[config.mk]
export PLATFORM = sky130hd
export DESIGN_NAME = bsc_bootstrap_config
export DESIGN_NICKNAME = d
export VERILOG_FILES = /design/src/rtl/bsc_pkg.sv /design/src/rtl/bsc_bootstrap_config.sv /design/src/rtl/bsc_strap_latch.sv /design/src/rtl/bsc_stuck_timer.sv
export SDC_FILE = /design/constraint.sdc
export NUM_CORES = 1
export LEC_CHECK = 0
export BUFFER_PORTS_ARGS = -buffer_cell sky130_fd_sc_hd__buf_2
export CAP_MARGIN = 30
export CORE_MARGIN = 1
export CORE_UTILIZATION = 50
export CTS_CLUSTER_SIZE = 30
export DETAILED_ROUTE_END_ITERATION = 10
export GPL_ROUTABILITY_DRIVEN = 0
export PLACE_DENSITY = 0.75
export SLEW_MARGIN = 20
export SYNTH_ARGS = -nofsm -noshare
export SYNTH_HDL_FRONTEND = slang
export SYNTH_SLANG_ARGS = --single-unit
export TNS_END_PERCENT = 10
[constraint.sdc]
create_clock -name sys_clk -period 2.41 [get_ports sys_clk]
set_input_delay 0.1205 -clock sys_clk [delete_from_list [all_inputs] [get_ports sys_clk]]
set_output_delay 0.1205 -clock sys_clk [all_outputs]
set_load 0.02 [all_outputs]
[src/rtl/bsc_pkg.sv]
// Shared constants and types for the bootstrap strap configuration block.
package bsc_pkg;

	////////////////////////////////////////////////////////////////////////////
	// Strap widths and bit positions within the strap pin bus.
	localparam int STRAP_W = 16;
	localparam int TXEN_W = 4;
	localparam int BIT_FILTER = 0;
	localparam int BIT_MGMT = 3;
	localparam int BIT_ID_LO = 4;
	localparam int BIT_ID_HI = 6;
	localparam int BIT_EEPROM = 7;
	localparam int BIT_HOTSWAP = 9;
	localparam int BIT_PSAVE = 11;
	localparam int BIT_TIMEOUT = 12;
	localparam int ID_W = BIT_ID_HI - BIT_ID_LO + 1;

	// Management mode encoding of the mode strap.
	localparam logic MGMT_MANAGED = 1'b0;
	localparam logic MGMT_UNMANAGED = 1'b1;

	////////////////////////////////////////////////////////////////////////////
	// Fixed PHY management addresses: ports 0-3 then the uplink port 9.
	localparam int NUM_PORTS = 5;
	localparam int PHY_ADDR_W = 5;
	localparam logic [PHY_ADDR_W-1:0] PHY_ADDR_RMII_BASE = 5'h08;
	localparam logic [PHY_ADDR_W-1:0] PHY_ADDR_UPLINK = 5'h10;
	localparam int UPLINK_IDX = 4;

	////////////////////////////////////////////////////////////////////////////
	// Timing: clock rate, stuck-machine timeout and MAC idle time.
	localparam longint CLK_HZ = 200_000_000;
	localparam longint STUCK_TIME_S = 5;
	localparam longint STUCK_CYCLES_DEF = STUCK_TIME_S * CLK_HZ;
	localparam longint IDLE_TIME_NS = 10_000;
	localparam longint IDLE_CYCLES_DEF = (IDLE_TIME_NS * CLK_HZ + 64'd999_999_999) / 1_000_000_000;

	////////////////////////////////////////////////////////////////////////////
	// Latched straps as one bundle.
	typedef struct packed {
		logic [STRAP_W-1:0] pins;
		logic [TXEN_W-1:0] txEn;
	} bsc_strap_s;

	// Monitor configuration written by the CPU.
	typedef struct packed {
		logic armed;
		logic actionIrq;
	} bsc_mon_cfg_s;

	// Monitor sequencing, Gray coded along the usual path.
	typedef enum logic [1:0] {
		MON_OFF = 2'b00,
		MON_WATCH = 2'b01,
		MON_TRIPPED = 2'b11
	} bsc_mon_e;

endpackage

[src/rtl/bsc_bootstrap_config.sv]
// Top of the bootstrap strap block: latching, decode, power save and monitor.
//
// Operation
// - All sixteen strap bits and four port transmit-enable straps sampled during every reset.
// - Strap bit 3 selects managed serial or unmanaged serial with EEPROM.
// - In managed serial mode, strap bit 0 enables serial input filtering.
// - In managed serial mode, strap bits 6 to 4 give the device identifier.
// - Strap bit 7 enables the EEPROM configuration load after reset.
// - Strap bit 9 enables hot-swap; then transmit-enable straps give module types.
// - With strap bit 11, each MAC sleeps when idle and wakes on activity.
// - With strap bit 12, flag any machine non-idle beyond five seconds.
// - A stuck machine triggers either a device reset or a CPU interrupt.
// - Monitor runs only with strap set and CPU monitor configuration written.
// - Ports 0 to 3 use PHY addresses 08h to 0Bh in order.
// - Uplink port 9 uses PHY address 10h.
// - Control frames are executed in managed mode and rejected when unmanaged.
// - Power-saving strap high turns MAC power saving on, low turns it off.
// - Module-detect strap high enables PHY insertion detection, low disables it.
// - Latched transmit-enable straps stay readable through a readback register.
`timescale 1ns/1ps
module bsc_bootstrap_config
	import bsc_pkg::*;
#(
	parameter int NUM_SM = 8,
	parameter int unsigned STUCK_CYCLES = 32'(STUCK_CYCLES_DEF),
	parameter int unsigned IDLE_CYCLES = 32'(IDLE_CYCLES_DEF)
)
(
	// Clock and reset.
	input wire logic sys_clk,
	input wire logic nrst,
	// Strap pins.
	input wire logic [STRAP_W-1:0] strapPins,
	input wire logic [TXEN_W-1:0] portTxEnableStraps,
	// Decoded configuration.
	output logic mgmtUnmanaged,
	output logic serialInputFilterEn,
	output logic [ID_W-1:0] deviceId,
	output logic eepromLoadReq,
	output logic hotSwapEn,
	output logic [TXEN_W-1:0] portModuleType,
	output logic [TXEN_W-1:0] strapReadbackReg,
	output logic powerSaveEn,
	output logic [NUM_PORTS*PHY_ADDR_W-1:0] phyAddr,
	// MAC activity and power save, ports 0-3 then uplink.
	input wire logic [NUM_PORTS-1:0] portActivity,
	output logic [NUM_PORTS-1:0] macPowerSave,
	// Control frame gate.
	input wire logic ctrlFrameValid,
	output logic ctrlFrameAccept,
	output logic ctrlFrameReject,
	// Stuck-machine monitor.
	input wire logic [NUM_SM-1:0] smBusy,
	input wire logic monCfgWrite,
	input wire bsc_mon_cfg_s monCfgData,
	input wire logic monIrqClear,
	output logic [NUM_SM-1:0] smStuck,
	output logic monResetReq,
	output logic monIrq
);

	////////////////////////////////////////////////////////////////////////////
	// Strap capture.

	bsc_strap_s straps_q;

	bsc_strap_latch u_latch (
		.sys_clk(sys_clk),
		.nrst(nrst),
		.strapPins(strapPins),
		.portTxEnableStraps(portTxEnableStraps),
		.straps_q(straps_q)
	);

	////////////////////////////////////////////////////////////////////////////
	// Strap decode. These are wires off the latch, so they are already stable.

	// Mode select and the options that only mean something in managed serial mode.
	assign mgmtUnmanaged = straps_q.pins[BIT_MGMT];
	assign serialInputFilterEn = (mgmtUnmanaged == MGMT_MANAGED) && straps_q.pins[BIT_FILTER];
	assign deviceId = (mgmtUnmanaged == MGMT_MANAGED) ?
		straps_q.pins[BIT_ID_HI:BIT_ID_LO] : '0;

	// Hot-swap detection and module types; readback always shows the raw straps.
	assign hotSwapEn = straps_q.pins[BIT_HOTSWAP];
	assign portModuleType = hotSwapEn ? straps_q.txEn : '0;
	assign strapReadbackReg = straps_q.txEn;
	assign powerSaveEn = straps_q.pins[BIT_PSAVE];

	// Control frames are only decoded in managed mode.
	assign ctrlFrameAccept = ctrlFrameValid && (mgmtUnmanaged == MGMT_MANAGED);
	assign ctrlFrameReject = ctrlFrameValid && (mgmtUnmanaged == MGMT_UNMANAGED);

	////////////////////////////////////////////////////////////////////////////
	// Fixed PHY addresses. Software handles any PHY strapped elsewhere.

	for (genvar p = 0; p < NUM_PORTS; p++) begin : g_phy
		if (p == UPLINK_IDX) begin : g_up
			assign phyAddr[p*PHY_ADDR_W +: PHY_ADDR_W] = PHY_ADDR_UPLINK;
		end else begin : g_rmii
			assign phyAddr[p*PHY_ADDR_W +: PHY_ADDR_W] =
				PHY_ADDR_RMII_BASE + PHY_ADDR_W'(p);
		end
	end

	////////////////////////////////////////////////////////////////////////////
	// EEPROM load request: one pulse on the first edge after reset release.

	logic inReset_q;
	logic eepromLoadReq_q;

	// Remember that the previous edge was still in reset.
	always_ff @(posedge sys_clk) begin
		inReset_q <= !nrst;
	end

	// A single request so the loader cannot be restarted by a stuck level.
	always_ff @(posedge sys_clk) begin
		if (!nrst) begin
			eepromLoadReq_q <= 1'b0;
		end else begin
			eepromLoadReq_q <= inReset_q && straps_q.pins[BIT_EEPROM];
		end
	end
	assign eepromLoadReq = eepromLoadReq_q;

	////////////////////////////////////////////////////////////////////////////
	// MAC power saving, one idle counter per port.

	localparam int IW = $clog2(IDLE_CYCLES + 1);
	localparam logic [IW-1:0] IDLE_LAST = IW'(IDLE_CYCLES - 1);

	for (genvar p = 0; p < NUM_PORTS; p++) begin : g_psave
		logic [IW-1:0] idle_q;
		logic sleep_q;
		// Activity wakes the MAC in the next cycle; no hysteresis is applied.
		always_ff @(posedge sys_clk) begin
			if (!nrst || !powerSaveEn || portActivity[p]) begin
				idle_q <= '0;
				sleep_q <= 1'b0;
			end else if (idle_q == IDLE_LAST) begin
				sleep_q <= 1'b1;
			end else begin
				idle_q <= idle_q + IW'(1);
			end
		end
		assign macPowerSave[p] = sleep_q;
	end

	////////////////////////////////////////////////////////////////////////////
	// Stuck-machine monitor.

	bsc_mon_e monState_q;
	bsc_mon_cfg_s monCfg_q;
	logic monCfgSeen_q;
	logic monResetReq_q;
	logic monIrq_q;
	logic monActive;
	logic [NUM_SM-1:0] stuckPulse;
	logic stuckEvent;

	// CPU configuration; a write of any kind marks the monitor as configured.
	always_ff @(posedge sys_clk) begin
		if (!nrst) begin
			monCfg_q <= '0;
			monCfgSeen_q <= 1'b0;
		end else if (monCfgWrite) begin
			monCfg_q <= monCfgData;
			monCfgSeen_q <= 1'b1;
		end
	end

	assign monActive = (monState_q == MON_WATCH);

	bsc_stuck_timer #(
		.N(NUM_SM),
		.LIMIT(STUCK_CYCLES)
	) u_timer (
		.sys_clk(sys_clk),
		.nrst(nrst),
		.enable(monActive),
		.smBusy(smBusy),
		.stuck_q(smStuck),
		.stuckPulse_q(stuckPulse)
	);
	assign stuckEvent = |stuckPulse;

	// Sequencing: watch only when strap and CPU both allow, latch a trip.
	always_ff @(posedge sys_clk) begin
		if (!nrst) begin
			monState_q <= MON_OFF;
		end else begin
			case (monState_q)
				MON_OFF: begin
					if (straps_q.pins[BIT_TIMEOUT] && monCfgSeen_q && monCfg_q.armed) begin
						monState_q <= MON_WATCH;
					end
				end
				MON_WATCH: begin
					if (!monCfg_q.armed) begin
						monState_q <= MON_OFF;
					end else if (stuckEvent) begin
						monState_q <= MON_TRIPPED;
					end
				end
				MON_TRIPPED: begin
					if (!monCfg_q.armed) begin
						monState_q <= MON_OFF;
					end else if (!monIrq_q && !monResetReq_q) begin
						monState_q <= MON_WATCH;
					end
				end
				default: begin
					monState_q <= MON_OFF;
				end
			endcase
		end
	end

	// Reset request is a one-cycle pulse; the system reset logic stretches it.
	always_ff @(posedge sys_clk) begin
		if (!nrst) begin
			monResetReq_q <= 1'b0;
		end else begin
			monResetReq_q <= monActive && stuckEvent && !monCfg_q.actionIrq;
		end
	end

	// Sticky interrupt; a new trip in the clearing cycle wins over the clear.
	always_ff @(posedge sys_clk) begin
		if (!nrst) begin
			monIrq_q <= 1'b0;
		end else if (monActive && stuckEvent && monCfg_q.actionIrq) begin
			monIrq_q <= 1'b1;
		end else if (monIrqClear) begin
			monIrq_q <= 1'b0;
		end
	end

	assign monResetReq = monResetReq_q;
	assign monIrq = monIrq_q;
endmodule

[src/rtl/bsc_strap_latch.sv]
// Strap capture register, loaded during reset and frozen afterwards.
`timescale 1ns/1ps
module bsc_strap_latch
	import bsc_pkg::*;
(
	// Clock and reset.
	input wire logic sys_clk,
	input wire logic nrst,
	// Strap pins.
	input wire logic [STRAP_W-1:0] strapPins,
	input wire logic [TXEN_W-1:0] portTxEnableStraps,
	// Latched values.
	output bsc_strap_s straps_q
);

	// Follows the pins at every edge while reset is held, holds once released.
	// Sampling through the whole reset lets the pull resistors settle first.
	always_ff @(posedge sys_clk) begin
		if (!nrst) begin
			straps_q <= '{pins: strapPins, txEn: portTxEnableStraps};
		end
	end // Hold in normal operation.

endmodule

[src/rtl/bsc_stuck_timer.sv]
// Per state machine busy-time counters that flag a machine stuck non-idle.
`timescale 1ns/1ps
module bsc_stuck_timer
	import bsc_pkg::*;
#(
	parameter int N = 8,
	parameter int unsigned LIMIT = 1000
)
(
	// Clock and reset.
	input wire logic sys_clk,
	input wire logic nrst,
	// Control and observed machines.
	input wire logic enable,
	input wire logic [N-1:0] smBusy,
	// Results.
	output logic [N-1:0] stuck_q,
	output logic [N-1:0] stuckPulse_q
);

	localparam int CW = $clog2(LIMIT + 1);
	localparam logic [CW-1:0] LAST = CW'(LIMIT - 1);

	// One counter per machine; it restarts whenever the machine goes idle.
	for (genvar i = 0; i < N; i++) begin : g_mach
		logic [CW-1:0] cnt_q;
		always_ff @(posedge sys_clk) begin
			if (!nrst || !enable || !smBusy[i]) begin
				cnt_q <= '0;
				stuck_q[i] <= 1'b0;
				stuckPulse_q[i] <= 1'b0;
			end else if (cnt_q == LAST && !stuck_q[i]) begin
				stuck_q[i] <= 1'b1;
				stuckPulse_q[i] <= 1'b1;
			end else begin
				stuckPulse_q[i] <= 1'b0;
				if (!stuck_q[i]) begin
					cnt_q <= cnt_q + CW'(1);
				end
			end
		end
	end

endmodule

==> results of run 1 <==
## routing by layer
layer | GRT usage (%) | wire, µm | vias to the layer above | part of all wire, %
met5 | 0 | 0 | - | 0
met4 | 4.615 | 472 | 0 | 1.4
met3 | 3.011 | 1501 | 44 | 4.5
met2 | 35.06 | 15820 | 261 | 48
met1 | 25.66 | 15340 | 6344 | 46
li1 | - | - | 6829 | -
## area by class of cell
type                    count  area, µm²  area share (%)
clock inverters            12      167.7          0.9212
multi-input cells        1419       8508           46.75
inverters                  25      93.84          0.5156
well taps                 402      503.0           2.763
diodes                      1      2.502         0.01375
clock buffers              56       1121           6.159
repair buffers            134      908.4           4.991
flip-flops and latches    338       6897           37.89
## state kept, by name (all words and copies together) (netlist names)
register and count:
eepromLoadReq 1, g_psave.idle_q 55, g_psave.sleep_q 5, inReset_q 1, monCfgSeen_q 1, monCfg_q 2, monIrq 1, monResetReq 1
monState_q 2, u_latch.straps_q 13, u_timer.g_mach.cnt_q 240, u_timer.stuckPulse_q 8, u_timer.stuck_q 8
## critical path, cell delays in order (launching register included)
cell and delay, ns:
dfxtp_1 0.35, or4_4 0.56, nor4_4 0.49, a31o_4 0.39, nor2_1 0.07, a41o_1 0.23
## path summary, 6_finish.rpt
path	slack (ns)	end	startpoint	depth (start not counted)
setup reg to reg	0.22	u_timer.g_mach[3].cnt_q[7]	u_timer.g_mach[3].cnt_q[10]	5
setup / recovery	0.22	u_timer.g_mach[3].cnt_q[7]	u_timer.g_mach[3].cnt_q[10]	5
hold / removal	0.03	g_psave[1].idle_q[10]	portActivity[1]	3
hold reg to reg	0.47	u_timer.g_mach[1].cnt_q[29]	u_timer.g_mach[1].cnt_q[29]	2
## power groups by stage
stage               logic [µW]  registers (µW)  clock network [µW]
detailed placement         176            5790                   0
CTS                        211            5670                6010
finish                     215            5670                5870
global route               232            5670                6250
floorplan                  145            5790                   0
global placement           172            5790                   0
## through the flow
step | util [%] | hold WS [ns] | total power [µW]
2_1_floorplan | - | 0.2194 | 5939
3_3_place_gp | 52.90 | 0.2978 | 5964
3_5_place_dp | 52.90 | 0.2993 | 5968
4_1_cts | 57.82 | 0.003000 | 11890
5_1_grt | 57.82 | 0.04540 | 12150
6_report | 57.83 | 0.02767 | 11760
## layout by cell type (no fill, tap or decap), types with 13 or more instances in the layout
| cell type | n |
|---|---|
| and2_1 | 30 |
| nand3_1 | 116 |
| xor2_1 | 70 |
| dlygate4sd3_1 | 26 |
| clkbuf_16 | 40 |
| ha_1 | 13 |
| nand4_1 | 74 |
| xnor2_1 | 105 |
| nor2_1 | 255 |
| and3_1 | 41 |
| o21ai_1 | 14 |
| nand2_1 | 142 |
| dfxtp_1 | 325 |
| edfxtp_1 | 13 |
| o31ai_1 | 17 |
| a21oi_1 | 87 |
| o21ai_0 | 49 |
| or4_1 | 22 |
| nand2b_1 | 14 |
| or3_1 | 54 |
| nor3_1 | 53 |
| conb_1 | 25 |
| and4_1 | 21 |
| a31oi_1 | 16 |
| buf_2 | 65 |
| nor4_1 | 48 |
| inv_1 | 25 |
| buf_4 | 43 |
## what timing repair did
| item | CTS | global route |
|---|---|---|
| buffers inserted | 0 | 0 |
| hold buffers | 26 | 0 |
| endpoints found under the hold margin | 32 | 0 |
## cell families after synthesis
| kind of cell | count (synthesis) | synth area share (%) |
|---|---|---|
| DFF | 338 | 43.21 |
| muxes | 12 | 0.7527 |
| other | 2 | 0.04706 |
| xor gates and xnor gates | 175 | 9.604 |
| buffers and inverters | 129 | 4.014 |
| adders and majority gates | 13 | 1.019 |
| AOI/OAI and AO/OA | 240 | 9.377 |
| and+or+nand+nor | 954 | 31.97 |
==> metrics.txt, run 1 <==
status=finished clean; HP Class=input pin to flip-flop; Synthesis Warnings=0; Internal=9310 µW; Vias=13480; Initial Util=between 50% and 60%; core footprint=approximately 31000 µm²; Die W=180.7 µm; clk buf depth=3; post-synth cell types=69; fillers=2748; number of global-route vias before repair=between 10000 and 15000; DP HPWL=approximately 22000 µm; CP Launch Type=flip-flop; Synth Area per Inst=~8.6 µm²; top-count cell post-synth=dfxtp_1; row cnt=65; H-tree Lvls=2; dpl cells=2292; P&R area growth vs syn=14.05%; Seq/Total Area, Yosys=roughly 43%; first-pass GRT wire length=57050 µm; P per Cell Area=646.1 nW/µm²; Hold Vio Cnt, Final=0; final setup vio count=0; Cell Area, Synth=15960 µm²; Final Cycle Share=around 91%; min setup slack post-route=0.2213 ns; full die area=32640 µm²; initial antenna violation count=1; critical path arrival=2.59 ns; Rel. slew slack=51.76%; Clk pwr share=49.9%; worst-path fanout max=25; routed len/inst=13.88 µm; TNS Setup=0 ns; dpl cell area=between 15000 and 20000 µm²; Antenna Nets Post-Route=0; combinational fraction of design power=1.8%; maximum vdd drop=roughly 0.43 mV; initial drt markers=743; Data required, critical path=2.81 ns; Final Cell Area=18200 µm²; Yosys reg bits=338; NetSw=~2400 µW; DR pass1 iterations=5; unrepaired setup endpoints after global routing=false; Clock Sinks=338; Post-synth EDFFs=13; # nets final=roughly 2000; post-synth top area share=between 40% and 50%; Port Buffers=65; WL final=between 30000 and 40000 µm; Fin Clk Skew=roughly 0.018 ns; fin. max-slew vios=0; Worst Setup End Kind=flip-flop; Post-synth top cells=dfxtp_1 (325), nor2_1 (255), nand2_1 (142); kind of critical path=flip-flop to flip-flop; ys async rst share=0%; switching portion of total power=20.83%; maximum clock frequency=456.9 MHz; GRT Util Overall=19.97%; total clock buffers created by CTS=39; cell count after synthesis=1863; CTS-repair resized insts=0; total global routing overflow=0; area leader, netlist=dfxtp_1; fin crit period=2.189 ns; Main synth FF type=dfxtp_1; CTS tree=yes; Worst-Margin Slew=0.7171 ns; Max-Cap Viols=0; Reg power frac=48.2%; DRC viols=0; Reg clk slew, reported paths=0.05 ns; pre-CTS WS=0.2091 ns; Layout Cells excl Fill=2387; share of cells above drive strength 1=between 10% and 20%; leakage power=0.005917 µW; # IOs=98; Vias/cell=approximately 5.6; Die Y=180.7 µm; clk_lat worst skew=0.52 ns; top post-synthesis cells by area=dfxtp_1 (41%), nor2_1 (6.0%), xnor2_1 (5.8%); clk root buf=clkbuf_16; largest net degree at the start of global routing=33
(Power assumes the default switching activity.)
==> inputs of run 2 (changes only) <==
clock period = 2.3 ns   (was 2.41 ns; I/O delays follow)
==> run 2 against run 1 <==
- core utilization is 0.11 points lower
- hold slack worse by 0.017 ns
- combinational power is 4% higher
- largest power group is now registers
- highest routed layer unchanged
==> metrics.txt, run 2 (same netlist as run 1, synthesis figures left out) <==
initial drt markers=721 (-3.0%); Data required, critical path=2.71 ns (-0.10 ns); HP Class=input pin to flip-flop; kind of critical path=flip-flop to flip-flop; combinational fraction of design power=1.9% (about the same); Rel. slew slack=52.95% (+1.2 points); CTS tree=yes; area taken by multi-input logic gates=8508 µm² (unchanged); fillers=2783 (+1.3%); largest net degree at the start of global routing=32 (-3.0%); NetSw=2461 µW (+0.46%); Die W=180.7 µm (unchanged); DRC viols=0 (unchanged); Vias=13490 (+0.10%); Initial Util=50.71% (unchanged); clk buf depth=3 (unchanged); reg2reg path depth=5 (unchanged); largest registers=u_timer.g_mach.cnt_q: 240 flops, g_psave.idle_q: 55 flops, u_latch.straps_q: 13 flops; total clock buffers created by CTS=36 (-7.7%); Port Buffers=65 (unchanged); Vias/cell=5.655 (+0.15%); Clk pwr share=48.9% (-1.0 points); row cnt=65 (unchanged); Hold Vio Cnt, Final=0 (unchanged); H-tree Lvls=2 (unchanged); unrepaired setup endpoints after global routing=false; share of cells above drive strength 1=10.38% (+0.20 points); switching portion of total power=20.38% (-0.45 points); Die Y=180.7 µm (unchanged); Worst Setup End Kind=flip-flop; GRT Util Overall=20.49% (+0.51 points); maximum clock frequency=466.5 MHz (+2.1%); Fin Clk Skew=0.02055 ns (+0.002769 ns); Final Cycle Share=93.20% (+2.4 points); routed len/inst=14.12 µm (+1.7%); status=finished clean; WL final=33690 µm (+1.6%); full die area=32640 µm² (unchanged); initial antenna violation count=1 (unchanged); fin. max-slew vios=0 (unchanged); Internal=9614 µW (+3.3%); P per Cell Area=664.6 nW/µm² (+2.9%); CP Launch Type=flip-flop; leakage power=0.005923 µW (+0.11%); core footprint=31470 µm² (unchanged); reg2reg start=u_timer.g_mach[3].cnt_q[10]; DR pass1 iterations=5 (unchanged); worst hold path depth=3 (unchanged); final setup vio count=0 (unchanged); critical path arrival=2.55 ns (-0.04 ns); Setup Buffers After CTS=0 (unchanged); # IOs=98 (unchanged); most frequent cells in the layout=dfxtp_1 (325), nor2_1 (255), nand2_1 (142), nand3_1 (116), xnor2_1 (105); CP Capture Point=u_timer.g_mach[3].cnt_q[7]; CTS-repair resized insts=0 (unchanged); P&R area growth vs syn=13.84%; Setup crit start=u_timer.g_mach[3].cnt_q[10]; fin crit period=2.144 ns (-0.04513 ns); Reg clk slew, reported paths=0.06 ns (about the same); Final Cell Area=18170 µm² (-0.19%); first-pass GRT wire length=58310 µm (+2.2%); TNS Setup=0 ns (unchanged); Clock Sinks=338 (unchanged); Worst-Margin Slew=0.6965 ns (-0.02052 ns); total global routing overflow=0 (unchanged); Register Area=6897 µm² (unchanged); # nets final=2013 (+0.15%); worst-path fanout max=25 (unchanged); Biggest register=u_timer.g_mach.cnt_q; Reg power frac=49.2% (+1.0 points); R2R Setup Slk=0.16 ns (-0.06 ns); Max-Cap Viols=0 (unchanged); antenna cells=0 (-1); number of global-route vias before repair=12860 (+3.0%); clk root buf=clkbuf_16; Antenna Nets Post-Route=0 (unchanged); dpl cell area=16690 µm² (+0.27%); max reg flops=240 (unchanged); clk_lat worst skew=0.52 ns (about the same); r2r endpoint=u_timer.g_mach[3].cnt_q[7]; commonest non-fill, non-tap cell in the layout=dfxtp_1; DP HPWL=22550 µm (+2.8%); maximum vdd drop=0.4975 mV (+15%)
## run 2: changes by cell type in the layout (fill, tap and decap cells not counted), moves of 2 or more
cell / previous run / this run
buf_4: 43 / 49
clkbuf_8: 6 / 4
clkbuf_1: 10 / 7
clkinv_2: 2 / 4
clkbuf_16: 40 / 38
clkinvlp_4: 3 / 1
## run 2: power groups by stage
| stage | combinational (µW) | clock (µW) | sequential, µW |
|---|---|---|---|
| floorplan | 152 | 0 | 6070 |
| global placement | 180 | 0 | 6070 |
| detailed placement | 184 | 0 | 6070 |
| CTS | 219 | 6070 | 5940 |
| global route | 239 | 6300 | 5940 |
| finish | 224 | 5910 | 5940 |
## run 2: worst min-delay path by stage
stage | startpoint | end | slack [ns]
floorplan | portTxEnableStraps[0] | u_latch.straps_q[0] | 0.21
global placement | strapPins[5] | u_latch.straps_q[9] | 0.29
detailed placement | strapPins[7] | u_latch.straps_q[11] | 0.29
CTS | portActivity[3] | g_psave[3].idle_q[10] | 0.002
global route | smBusy[4] | u_timer.g_mach[4].cnt_q[27] | 0.03
finish | smBusy[0] | u_timer.stuck_q[0] | 0.01
## run 2: timing repair
action	4_1_cts	5_1_grt
setup endpoints to repair	0	0
hold buffers	25	0
hold endpoints to repair	34	0
## run 2: critical path, stage by stage, from the launching register on
cell and delay, ns:
dfxtp_1 0.35, or4_4 0.55, nor4_4 0.46, a31o_4 0.39, nor2_1 0.07, a41o_1 0.22
## run 2: per-stage QoR
step	util (%)	power, µW	worst slack, ns	hold WS, ns	cells
3_3_place_gp	53.04	6248	0.2199	0.2925	2298
4_1_cts	57.70	12230	0.1574	0.002410	2385
2_1_floorplan	-	6223	0.2369	0.2139	1886
3_5_place_dp	53.04	6255	0.1657	0.2934	2298
6_report	57.72	12070	0.1565	0.01032	2386
5_1_grt	57.72	12480	0.02423	0.03456	2386
## run 2: final cells by class
cell class	instances	area share (%)
multi-input cells	1419	46.83
flip-flops and latches	338	37.96
clock buffers	49	5.682
repair buffers	140	5.234
well taps	402	2.769
clock inverters	13	1.006
inverters	25	0.5165
## run 2: metal layers
metal	track usage (%)	share of wire (%)
met1	25.69	46
met2	36.65	49
met3	3.213	4.1
met4	4.684	1.4
met5	0	0
